[src/common/bwc_pkg.sv]
package bwc_pkg;
    localparam logic [7:0] OFS_PREF_DW = 8'h24;
    localparam logic [7:0] OFS_PREF_BOT_HI = 8'h28;
    localparam logic [7:0] OFS_PREF_TOP_HI = 8'h2C;
    localparam logic [7:0] OFS_IO_HI = 8'h30;
    localparam logic [7:0] OFS_CAP = 8'h34;
    localparam logic [7:0] OFS_IRQ = 8'h3C;
    localparam int PREF_CAP_LSB = 16;
    localparam int PREF_TOP_LSB = 20;
    localparam int PREF_BOT_LSB = 4;
    localparam int IO_TOP_LSB = 16;
    localparam int IRQ_PIN_LSB = 8;
    localparam logic [3:0] PREF_64BIT_CODE = 4'h1;
    localparam logic [11:0] RST_PREF_12 = 12'h000;
    localparam logic [31:0] RST_HI32 = 32'h0000_0000;
    localparam logic [15:0] RST_IO16 = 16'h0000;
    localparam logic [7:0] RST_CAP_PTR = 8'h40;
    localparam logic [7:0] RST_IRQ_LINE = 8'h00;
    localparam logic [7:0] IRQ_PIN_UP = 8'h00;
    localparam logic [7:0] IRQ_PIN_DOWN = 8'h01;
    localparam logic [19:0] LOW20_ONES = 20'hFFFFF;
    localparam logic [19:0] LOW20_ZERO = 20'h00000;

    typedef struct packed {
        logic [11:0] pref_bot;
        logic [11:0] pref_top;
        logic [31:0] pref_bot_hi;
        logic [31:0] pref_top_hi;
        logic [15:0] io_bot_hi;
        logic [15:0] io_top_hi;
        logic [7:0] cap_ptr;
        logic [7:0] irq_line;
        logic [7:0] irq_pin;
        logic [31:0] rdata;
        logic hotplug_irq;
    } bwc_state_t;

    typedef struct packed {
        logic valid;
        logic [7:0] offset;
        logic [3:0] byte_en;
        logic [31:0] data;
    } bwc_cfg_wr_t;

    typedef struct packed {
        logic valid;
        logic [7:0] offset;
        logic [31:0] data;
    } bwc_preload_t;
endpackage

[src/rtl/bwc_window_regs.sv]
// Notes on behaviour
// - Prefetch limit low nibble reads one, read-only.
// - Prefetch limit bits 31:20 writable, reset zero.
// - Prefetch window top low twenty bits ones.
// - Prefetch bottom upper 32 bits writable register.
// - Prefetch top upper 32 bits writable register.
// - Full 64-bit prefetch window decides memory forwarding.
// - I/O bottom upper 16 bits writable, reset zero.
// - I/O top upper 16 bits, same dword.
// - 32-bit I/O window decides I/O forwarding.
// - Capability pointer read-only, default hex 40.
// - Interrupt line stores writes, no effect.
// - Interrupt pin zero upstream, one downstream.
// - Downstream hot-plug events use first virtual wire.
// - Prefetch window bottom low twenty bits zero.
module bwc_window_regs #(
    parameter bit IS_DOWNSTREAM = 1'b1,
    parameter int IO_LOW_BITS = 16
) (
    input wire logic sys_clk,
    input wire logic reset_n,
    input wire bwc_pkg::bwc_cfg_wr_t cfg_wr,
    input wire logic cfg_rd_valid,
    input wire logic [7:0] cfg_rd_offset,
    output logic [31:0] cfg_rd_data,
    input wire bwc_pkg::bwc_preload_t preload,
    input wire logic [63:0] mem_addr,
    input wire logic [31:0] io_addr,
    input wire logic [11:0] io_base_low,
    input wire logic [11:0] io_limit_low,
    input wire logic hotplug_event,
    output logic mem_fwd,
    output logic io_fwd,
    output logic hotplug_irq
);
    if (IO_LOW_BITS != 16) begin : g_bad_io_width
        $error("IO_LOW_BITS must be 16");
    end

    bwc_pkg::bwc_state_t state;
    bwc_pkg::bwc_state_t next_state;

    function automatic logic [31:0] merge_be(input logic [31:0] old,
                                             input logic [31:0] wd,
                                             input logic [3:0] be);
        logic [31:0] r;
        r = old;
        for (int i = 0; i < 4; i++) begin
            if (be[i]) begin
                r[i*8 +: 8] = wd[i*8 +: 8];
            end
        end
        return r;
    endfunction

    function automatic logic [31:0] read_word(input bwc_pkg::bwc_state_t s,
                                              input logic [7:0] ofs);
        logic [31:0] r;
        r = 32'h0000_0000;
        case (ofs)
            bwc_pkg::OFS_PREF_DW: begin
                r[bwc_pkg::PREF_BOT_LSB +: 4] = bwc_pkg::PREF_64BIT_CODE;
                r[bwc_pkg::PREF_BOT_LSB +: 12] = s.pref_bot;
                r[bwc_pkg::PREF_CAP_LSB +: 4] = bwc_pkg::PREF_64BIT_CODE;
                r[bwc_pkg::PREF_TOP_LSB +: 12] = s.pref_top;
                r[3:0] = bwc_pkg::PREF_64BIT_CODE;
            end
            bwc_pkg::OFS_PREF_BOT_HI: r = s.pref_bot_hi;
            bwc_pkg::OFS_PREF_TOP_HI: r = s.pref_top_hi;
            bwc_pkg::OFS_IO_HI: begin
                r[15:0] = s.io_bot_hi;
                r[bwc_pkg::IO_TOP_LSB +: 16] = s.io_top_hi;
            end
            bwc_pkg::OFS_CAP: r[7:0] = s.cap_ptr;
            bwc_pkg::OFS_IRQ: begin
                r[7:0] = s.irq_line;
                r[bwc_pkg::IRQ_PIN_LSB +: 8] = s.irq_pin;
            end
            default: r = 32'h0000_0000;
        endcase
        return r;
    endfunction

    // Writes to one dword: read-only fields are simply not stored.
    function automatic bwc_pkg::bwc_state_t apply_write(
            input bwc_pkg::bwc_state_t s, input logic [7:0] ofs,
            input logic [31:0] wd, input logic [3:0] be, input logic pre);
        bwc_pkg::bwc_state_t n;
        logic [31:0] m;
        n = s;
        m = merge_be(read_word(s, ofs), wd, be);
        case (ofs)
            bwc_pkg::OFS_PREF_DW: begin
                n.pref_bot = m[bwc_pkg::PREF_BOT_LSB +: 12];
                n.pref_top = m[bwc_pkg::PREF_TOP_LSB +: 12];
            end
            bwc_pkg::OFS_PREF_BOT_HI: n.pref_bot_hi = m;
            bwc_pkg::OFS_PREF_TOP_HI: n.pref_top_hi = m;
            bwc_pkg::OFS_IO_HI: begin
                n.io_bot_hi = m[15:0];
                n.io_top_hi = m[bwc_pkg::IO_TOP_LSB +: 16];
            end
            bwc_pkg::OFS_CAP: begin
                if (pre) begin
                    n.cap_ptr = m[7:0];
                end
            end
            bwc_pkg::OFS_IRQ: begin
                n.irq_line = m[7:0];
                if (pre) begin
                    n.irq_pin = m[bwc_pkg::IRQ_PIN_LSB +: 8];
                end
            end
            default: n = s;
        endcase
        return n;
    endfunction

    // An inverted window must never match, so the order test comes first.
    function automatic logic window_hit(input logic [63:0] lo,
                                        input logic [63:0] hi,
                                        input logic [63:0] addr);
        return (lo <= hi) && (addr >= lo) && (addr <= hi);
    endfunction

    logic [63:0] pref_lo_addr;
    logic [63:0] pref_hi_addr;
    logic [31:0] io_lo_addr;
    logic [31:0] io_hi_addr;

    always_comb begin
        pref_lo_addr = {state.pref_bot_hi, state.pref_bot,
                        bwc_pkg::LOW20_ZERO};
        pref_hi_addr = {state.pref_top_hi, state.pref_top,
                        bwc_pkg::LOW20_ONES};
        io_lo_addr = {state.io_bot_hi, io_base_low[11:8], 12'h000};
        io_hi_addr = {state.io_top_hi, io_limit_low[11:8], 12'hFFF};
    end

    always_comb begin
        next_state = state;
        // Preload goes first so a same-cycle software write takes effect.
        if (preload.valid) begin
            next_state = apply_write(next_state, preload.offset,
                                     preload.data, 4'hF, 1'b1);
        end
        if (cfg_wr.valid) begin
            next_state = apply_write(next_state, cfg_wr.offset,
                                     cfg_wr.data, cfg_wr.byte_en, 1'b0);
        end
        next_state.rdata = cfg_rd_valid ?
                           read_word(state, cfg_rd_offset) : state.rdata;
        next_state.hotplug_irq = IS_DOWNSTREAM && hotplug_event;
    end

    always_ff @(posedge sys_clk) begin
        if (!reset_n) begin
            state.pref_bot <= bwc_pkg::RST_PREF_12;
            state.pref_top <= bwc_pkg::RST_PREF_12;
            state.pref_bot_hi <= bwc_pkg::RST_HI32;
            state.pref_top_hi <= bwc_pkg::RST_HI32;
            state.io_bot_hi <= bwc_pkg::RST_IO16;
            state.io_top_hi <= bwc_pkg::RST_IO16;
            state.cap_ptr <= bwc_pkg::RST_CAP_PTR;
            state.irq_line <= bwc_pkg::RST_IRQ_LINE;
            state.irq_pin <= IS_DOWNSTREAM ? bwc_pkg::IRQ_PIN_DOWN
                                           : bwc_pkg::IRQ_PIN_UP;
            state.rdata <= 32'h0000_0000;
            state.hotplug_irq <= 1'b0;
        end else begin
            state <= next_state;
        end
    end

    // Compare is combinational so forwarding needs no extra pipeline stage.
    assign mem_fwd = window_hit(pref_lo_addr, pref_hi_addr, mem_addr);
    assign io_fwd = window_hit({32'h0000_0000, io_lo_addr},
                               {32'h0000_0000, io_hi_addr},
                               {32'h0000_0000, io_addr});
    assign cfg_rd_data = state.rdata;
    assign hotplug_irq = state.hotplug_irq;

    // Checks watch only what this block drives; inputs belong to the bench.
    AST_CAP_NIBBLE: assert property (
        @(posedge sys_clk) disable iff (!reset_n)
        cfg_rd_valid && cfg_rd_offset == bwc_pkg::OFS_PREF_DW
        |=> cfg_rd_data[19:16] == 4'h1)
        else $error("prefetch limit low nibble not one");
    AST_TOP_RESET: assert property (
        @(posedge sys_clk)
        !reset_n |=> state.pref_top == 12'h000)
        else $error("prefetch top not reset");
    AST_TOP_WR: assert property (
        @(posedge sys_clk) disable iff (!reset_n)
        cfg_wr.valid && cfg_wr.offset == bwc_pkg::OFS_PREF_DW &&
        cfg_wr.byte_en[3:2] == 2'b11 && !preload.valid
        |=> state.pref_top == $past(cfg_wr.data[31:20]))
        else $error("prefetch top not written");
    AST_TOP_RD: assert property (
        @(posedge sys_clk) disable iff (!reset_n)
        cfg_rd_valid && cfg_rd_offset == bwc_pkg::OFS_PREF_DW
        |=> cfg_rd_data[31:20] == $past(state.pref_top))
        else $error("prefetch top read back wrong");
    AST_TOP_ONES: assert property (
        @(posedge sys_clk) disable iff (!reset_n)
        mem_addr == {state.pref_top_hi, state.pref_top, 20'hFFFFF} &&
        pref_lo_addr <= pref_hi_addr |-> mem_fwd)
        else $error("window top not inclusive");
    AST_TOP_EDGE: assert property (
        @(posedge sys_clk) disable iff (!reset_n)
        {state.pref_top_hi, state.pref_top} != 44'hFFF_FFFF_FFFF &&
        mem_addr == {state.pref_top_hi, state.pref_top, 20'hFFFFF} + 64'h1
        |-> !mem_fwd)
        else $error("forwarded past window top");
    AST_HI_RESET: assert property (
        @(posedge sys_clk)
        !reset_n |=> state.pref_bot_hi == 32'h0000_0000 &&
                     state.pref_top_hi == 32'h0000_0000)
        else $error("prefetch upper halves not reset");
    AST_BOT_HI_WR: assert property (
        @(posedge sys_clk) disable iff (!reset_n)
        cfg_wr.valid && cfg_wr.offset == bwc_pkg::OFS_PREF_BOT_HI &&
        cfg_wr.byte_en == 4'hF && !preload.valid
        |=> state.pref_bot_hi == $past(cfg_wr.data))
        else $error("prefetch bottom high not written");
    AST_BOT_HI_RD: assert property (
        @(posedge sys_clk) disable iff (!reset_n)
        cfg_rd_valid && cfg_rd_offset == bwc_pkg::OFS_PREF_BOT_HI
        |=> cfg_rd_data == $past(state.pref_bot_hi))
        else $error("prefetch bottom high read back wrong");
    AST_TOP_HI_WR: assert property (
        @(posedge sys_clk) disable iff (!reset_n)
        cfg_wr.valid && cfg_wr.offset == bwc_pkg::OFS_PREF_TOP_HI &&
        cfg_wr.byte_en == 4'hF && !preload.valid
        |=> state.pref_top_hi == $past(cfg_wr.data))
        else $error("prefetch top high not written");
    AST_TOP_HI_RD: assert property (
        @(posedge sys_clk) disable iff (!reset_n)
        cfg_rd_valid && cfg_rd_offset == bwc_pkg::OFS_PREF_TOP_HI
        |=> cfg_rd_data == $past(state.pref_top_hi))
        else $error("prefetch top high read back wrong");
    AST_MEM_BELOW: assert property (
        @(posedge sys_clk) disable iff (!reset_n)
        mem_addr < pref_lo_addr |-> !mem_fwd)
        else $error("forwarded below prefetch base");
    AST_MEM_ABOVE: assert property (
        @(posedge sys_clk) disable iff (!reset_n)
        mem_addr > pref_hi_addr |-> !mem_fwd)
        else $error("forwarded above prefetch limit");
    AST_MEM_INSIDE: assert property (
        @(posedge sys_clk) disable iff (!reset_n)
        mem_addr >= pref_lo_addr && mem_addr <= pref_hi_addr |-> mem_fwd)
        else $error("inside prefetch window not forwarded");
    AST_IO_RESET: assert property (
        @(posedge sys_clk)
        !reset_n |=> state.io_bot_hi == 16'h0000 &&
                     state.io_top_hi == 16'h0000)
        else $error("io upper fields not reset");
    AST_IO_WR: assert property (
        @(posedge sys_clk) disable iff (!reset_n)
        cfg_wr.valid && cfg_wr.offset == bwc_pkg::OFS_IO_HI &&
        cfg_wr.byte_en == 4'hF && !preload.valid
        |=> state.io_bot_hi == $past(cfg_wr.data[15:0]) &&
            state.io_top_hi == $past(cfg_wr.data[31:16]))
        else $error("io upper fields not written");
    AST_IO_RD: assert property (
        @(posedge sys_clk) disable iff (!reset_n)
        cfg_rd_valid && cfg_rd_offset == bwc_pkg::OFS_IO_HI
        |=> cfg_rd_data == {$past(state.io_top_hi), $past(state.io_bot_hi)})
        else $error("io upper fields read back wrong");
    AST_IO_ABOVE: assert property (
        @(posedge sys_clk) disable iff (!reset_n)
        io_addr > io_hi_addr |-> !io_fwd)
        else $error("io forwarded above limit");
    AST_IO_BELOW: assert property (
        @(posedge sys_clk) disable iff (!reset_n)
        io_addr < io_lo_addr |-> !io_fwd)
        else $error("io forwarded below base");
    AST_IO_INSIDE: assert property (
        @(posedge sys_clk) disable iff (!reset_n)
        io_addr >= io_lo_addr && io_addr <= io_hi_addr |-> io_fwd)
        else $error("inside io window not forwarded");
    AST_CAP_RESET: assert property (
        @(posedge sys_clk)
        !reset_n |=> state.cap_ptr == 8'h40)
        else $error("capability pointer not at default");
    AST_CAP_RO: assert property (
        @(posedge sys_clk) disable iff (!reset_n)
        !preload.valid |=> state.cap_ptr == $past(state.cap_ptr))
        else $error("capability pointer changed by software");
    AST_CAP_RD: assert property (
        @(posedge sys_clk) disable iff (!reset_n)
        cfg_rd_valid && cfg_rd_offset == bwc_pkg::OFS_CAP
        |=> cfg_rd_data == {24'h000000, $past(state.cap_ptr)})
        else $error("capability pointer read back wrong");
    AST_LINE_RESET: assert property (
        @(posedge sys_clk)
        !reset_n |=> state.irq_line == 8'h00)
        else $error("interrupt line not reset");
    AST_LINE_WR: assert property (
        @(posedge sys_clk) disable iff (!reset_n)
        cfg_wr.valid && cfg_wr.offset == bwc_pkg::OFS_IRQ &&
        cfg_wr.byte_en[0] && !preload.valid
        |=> state.irq_line == $past(cfg_wr.data[7:0]))
        else $error("interrupt line not written");
    AST_IRQ_RD: assert property (
        @(posedge sys_clk) disable iff (!reset_n)
        cfg_rd_valid && cfg_rd_offset == bwc_pkg::OFS_IRQ
        |=> cfg_rd_data == {16'h0000, $past(state.irq_pin),
                            $past(state.irq_line)})
        else $error("interrupt dword read back wrong");
    AST_PIN_RESET: assert property (
        @(posedge sys_clk)
        !reset_n |=> state.irq_pin == (IS_DOWNSTREAM ? 8'h01 : 8'h00))
        else $error("interrupt pin wrong for port side");
    AST_PIN_RO: assert property (
        @(posedge sys_clk) disable iff (!reset_n)
        !preload.valid |=> state.irq_pin == $past(state.irq_pin))
        else $error("interrupt pin changed by software");
    AST_HOTPLUG: assert property (
        @(posedge sys_clk) disable iff (!reset_n)
        hotplug_event |=> hotplug_irq == IS_DOWNSTREAM)
        else $error("hot-plug interrupt wrong for port side");
    AST_HOTPLUG_IDLE: assert property (
        @(posedge sys_clk) disable iff (!reset_n)
        !hotplug_event |=> !hotplug_irq)
        else $error("hot-plug interrupt without event");
    AST_BOT_ZEROS: assert property (
        @(posedge sys_clk) disable iff (!reset_n)
        mem_addr == {state.pref_bot_hi, state.pref_bot, 20'h00000} &&
        pref_lo_addr <= pref_hi_addr |-> mem_fwd)
        else $error("window bottom not inclusive");
    AST_BOT_EDGE: assert property (
        @(posedge sys_clk) disable iff (!reset_n)
        {state.pref_bot_hi, state.pref_bot} != 44'h000_0000_0000 &&
        mem_addr == {state.pref_bot_hi, state.pref_bot, 20'h00000} - 64'h1
        |-> !mem_fwd)
        else $error("forwarded below window bottom");
    AST_INVERTED: assert property (
        @(posedge sys_clk) disable iff (!reset_n)
        pref_lo_addr > pref_hi_addr |-> !mem_fwd)
        else $error("inverted window matched");
    AST_PRE_CAP: assert property (
        @(posedge sys_clk) disable iff (!reset_n)
        preload.valid && preload.offset == bwc_pkg::OFS_CAP
        |=> state.cap_ptr == $past(preload.data[7:0]))
        else $error("capability pointer not preloaded");
    AST_PRE_PIN: assert property (
        @(posedge sys_clk) disable iff (!reset_n)
        preload.valid && preload.offset == bwc_pkg::OFS_IRQ
        |=> state.irq_pin == $past(preload.data[15:8]))
        else $error("interrupt pin not preloaded");
endmodule // bwc_window_regs

[config.mk]
export PLATFORM = sky130hd
export DESIGN_NAME = bwc_window_regs
export DESIGN_NICKNAME = d
export VERILOG_FILES = /design/src/common/bwc_pkg.sv /design/src/rtl/bwc_window_regs.sv
export SDC_FILE = /design/constraint.sdc
export NUM_CORES = 1
export LEC_CHECK = 0
export BUFFER_PORTS_ARGS = -buffer_cell sky130_fd_sc_hd__buf_2
export CORE_MARGIN = 2
export CORE_UTILIZATION = 30
export DETAILED_ROUTE_END_ITERATION = 12
export GPL_TIMING_DRIVEN = 0
export SLEW_MARGIN = 20
export SYNTH_ARGS = -nofsm -noshare
export SYNTH_HDL_FRONTEND = slang
export SYNTH_SLANG_ARGS = --single-unit
[constraint.sdc]
create_clock -name sys_clk -period 5.43 [get_ports sys_clk]
set_input_delay 0.8145 -clock sys_clk [delete_from_list [all_inputs] [get_ports sys_clk]]
set_output_delay 0.8145 -clock sys_clk [all_outputs]
set_load 0.01 [all_outputs]
# Yosys cells after proc, flatten, opt, wreduce, memory -nomap -nowiden
# Index checks and enable logic that the tools add are counted.
# word_totals
ff_bits	177
# op_classes
reduce_logical	4
magnitude_cmp	6
n_mux	23
eq_ne	17
# ops
op	count
$mux W177	2
$mux W32	6
$eq A8 B6 Y1 const B	17
$le A64 B64 Y1	2
$ge A64 B64 Y1	1
$le A32 B32 Y1	2
$pmux W16 S4	1
$mux W24	2
$mux W8	6
$pmux W16 S3	1
$pmux W8 S6	1
$pmux W8 S5	1
$ge A32 B32 Y1	1
$pmux W8 S4	1
$pmux W8 S3	1
$mux W16	1
$logic_and A1 B1 Y1	4

# Logic depth before layout (Yosys ltp)
# logic_depth
word_depth	7
depth_mapped	10
ltp_nobuf	9

# Worst setup path after synthesis
# OpenSTA, ideal clock, no wires.
# synth_timing
path_kind	input port to output port
startpoint	input mem_addr[23]
endpoint	output mem_fwd
slack_ps	1834
arrival_ps	2781
t_required_ps	4615
n_path_buf	0
path_stages	8
path_cell_list	ha_1 -> or4b_2 -> nor4_1 -> a31oi_1 -> a21oi_1 -> o41ai_1 -> nor3b_1 -> nor4_1
# synth_via
elab_chain_len	3
elab_cells_between_ends	4
# synth_rtl
item	line	source
start, declared	bwc_window_regs.sv:27	input wire logic [63:0] mem_addr,
$ge A64 B64 Y1	bwc_window_regs.sv:123	return (lo <= hi) && (addr >= lo) && (addr <= hi);
$logic_and A1 B1 Y1	bwc_window_regs.sv:123	
$logic_and A1 B1 Y1 (*)	bwc_window_regs.sv:123	
end, declared	bwc_window_regs.sv:32	output logic mem_fwd,
# Mark *: on every way between the ends. The rest lies on a longest branch, timed or not.

# Worst setup path after layout
# layout_timing
startpoint	register state, in the netlist pref_hi_addr[33]
endpoint	output mem_fwd
# layout_via
elab_chain_len	3
elab_cells_between_ends	4
# layout_rtl
item	line	source
start, declared	bwc_window_regs.sv:40	bwc_pkg::bwc_state_t state;
start signal, assigned	bwc_window_regs.sv:171	state <= next_state;
$le A64 B64 Y1	bwc_window_regs.sv:123	
$logic_and A1 B1 Y1	bwc_window_regs.sv:123	
$logic_and A1 B1 Y1 (*)	bwc_window_regs.sv:123	
# Marked as above.

==> results.cfg <==
[status]
status = finished clean

[sta]
fmax_mhz = 201
finalHoldViolCount = 0
layout_worst_path_cycle_share_pct = 91.8
hold_slack_ps = 489
slew_headroom_pct = 13.1
setup_viol = 0
finClkSkew_ps = 20.6
setup_ws_ps = 447
min_period_ps = 4980
slew_violations = 0
rsz0062_at_grt = no
worst_slew_pin_slew_ps = 1300
setup_tns_ps = 0

[worst_setup_path]
crit_type = flop to output pin
cp_max_fo = 3
startpoint_type = flop
required_ps = 4620
rrSetupSlack_ps = 3620
cpPeakStageDelay_ps = 1060
arrival_ps = 4170
path_cells = inv_1 -> ha_1 -> a21oi_1 -> o21ai_0 -> a221o_1 -> o31a_1 -> a2111oi_0 -> o2bb2ai_1 -> nor4_1 -> buf_2
ff2ff_path_depth = 5
worst_path_max_delay_cell = a2111oi_0
critPathCaptureType = output pin

[route]
antenna_left = 0
drtIter0Drc = 1834
drt_first_pass_iters = 6
vias = 15718
routedWlPerCell_um = 25.8
wl_mm = 68.4
vias_per_cell = 5.93
drc = 0

[clock_network]
tritoncts = done
cts_resized = 0
clock_latency_ps = 470
cts_buffers = 17
root_buffer = clkbuf_16
cts_max_level = 4
path_clk_slew_ps = 80
clk_path_buf_depth = 2
cts_setup_buffers = 0
ctsHoldBuffers = 0
clkSinkCount = 177

[grt]
use_met2_pct = 43.1
grt_pass1_vias = 15247
grt_use_met3_pct = 7.29
grt_use_total_pct = 26.8
grt_start_max_net_pins = 17
grt_pass1_wl_mm = 98.1
overflow = 0
grt_util_met1_pct = 33.0
top_usage_layer = met2
antenna_found_initial = 10

[pwr]
p_comb_share_pct = 14.1
pwr-share-seq_pct = 42.1
switching_share_pct = 28.7
clockPowerShare_pct = 43.8
p_leak_nw = 6.88
p_per_area_mw_per_mm2 = 184
p_switching_mw = 0.894
irDropWorstVdd_mv = 0.244
internal_power_mw = 2.22

[hold_path]
hold_class = flop to flop
whs_path_depth = 2

[synthesis]
synth_edf_count = 0
ys_types = 71
syn_area_mm2 = 0.0143
ys_seq_area_share_pct = 24.7
synth_area_per_cell_um2 = 8.11
ys.flop_type = dfxtp_1
ys_async_sr_fraction_pct = 0
ys_seq_elements = 177
synth_fp_nets = 2177
synth_cells = 1769
ys_warn_count = 0

[placement]
dp_cells = 2618
place_congestion = 0.982
port_buffers = 233
place_ws_ps = 540
hpwlAfterDp_mm = 54.9

[final_layout]
post-route-util_pct = 35.7
fin_nets = 2430
final-instance-count-excl-fill = 2650
areaGrowthSynthToFinish_pct = 17.9
drive_gt1_share_pct = 17.2

[die]
ios = 253
rows = 80
initial_core_util_pct = 30.2
core_area_mm2 = 0.0474
die_area_mm2 = 0.0496
die_h_um = 223
die_width_um = 223

[run]
drv_cap = 0
==> worst max-delay path: cells and delay by family (launching register included) <==
| kind | cells | cell delay (ps) |
|---|---|---|
| DFF | 1 | 420 |
| AOI/OAI and AO/OA | 6 | 2220 |
| buffers and inverters | 2 | 300 |
| and+or+nand+nor | 1 | 440 |
| adders and majority gates | 1 | 300 |
==> cells in the mapped netlist, drive strengths merged, types with 5 or more instances <==
library cell	number	area (um^2)
and3	18	113
nand3	31	160
a211oi	11	82.6
nor4	13	81.3
o21ai	85	425
and2	5	31.3
nor2	124	465
a31o	5	43.8
o31a	7	61.3
nand2	141	532
o211ai	6	45.0
inv	135	507
nand4	43	269
buf	56	367
a2111oi	21	186
ha	190	2380
a22oi	40	300
nor3	28	140
mux2i	128	1280
dfxtp	177	3540
a31oi	12	75.1
o221a	5	56.3
a21oi	148	741
mux2	18	203
o22ai	41	257
o32ai	8	70.1
or3	5	31.3
clkbuf	67	251
a21boi	26	195
nand2b	16	100
nor2b	10	62.6
a221oi	18	158
a21o	24	180
o221ai	45	394
==> worst paths after layout <==
check | start | end
worst max register to register | pref_lo_addr[48] | pref_hi_addr[48]
worst min register to register | state[55] | state[55]
worst max-delay path | pref_hi_addr[33] | mem_fwd
worst min-delay path | state[55] | state[55]
==> per-stage QoR <==
step / power [mW] / instance area [um^2]
floorplan: 1.55 / 14300
global placement: 1.76 / 16300
detailed placement: 1.77 / 16300
CTS: 3.10 / 16900
global route: 3.20 / 16900
finish: 3.12 / 16900
==> placed cells by master (no fill, tap or decap), types with 16 or more instances in the layout <==
cell       instances
ha_1             190
a221oi_1          18
a22oi_1           40
nor2_1           124
nand2_1          140
inv_1            135
nand4_1           43
clkbuf_16         17
o21ai_0           85
o221ai_1          45
a21oi_1          148
buf_4             33
nand2b_1          16
mux2i_1          128
o22ai_1           41
mux2_2            18
a2111oi_0         17
buf_2            244
a21boi_0          26
a21o_1            24
dfxtp_1          177
and3_1            18
nor3_1            27
nand3_1           30
clkbuf_1          67
==> power groups by stage <==
stage	logic [mW]	registers, mW	clock network [mW]
floorplan	0.209	1.34	0
global placement	0.415	1.34	0
detailed placement	0.428	1.34	0
CTS	0.430	1.31	1.36
global route	0.479	1.31	1.41
finish	0.438	1.31	1.37
==> flip-flops by register name (all words and copies together), names as in the netlist <==
register      count
cfg_rd_data      32
state            24
pref_hi_addr     44
io_lo_addr       16
hotplug_irq       1
pref_lo_addr     44
io_hi_addr       16
==> cell type report <==
type	instances	area, um^2
tap	615	769
buffer	123	618
inverter	137	514
multi-input combinational	1332	9690
fill	5067	30500
antenna	2	5.00
timing repair buffer	234	1170
sequential	177	3540
clock buffer	19	453
clock inverter	11	154
==> routing by layer <==
metal	part of all wire, %	wire length (um)
met5	0.10	69
met4	5.2	3560
met3	10	7040
met2	45	30500
met1	40	27200
==> cell families after synthesis <==
kind of cell / share of synthesized area (%)
compound gates: 25.0
simple gates: 15.4
flops: 24.7
xor+xnor: 0.0611
mux: 10.3
buf+inv: 7.89
fa+ha+maj: 16.6
Note: power is estimated with default switching activity, not from simulation.
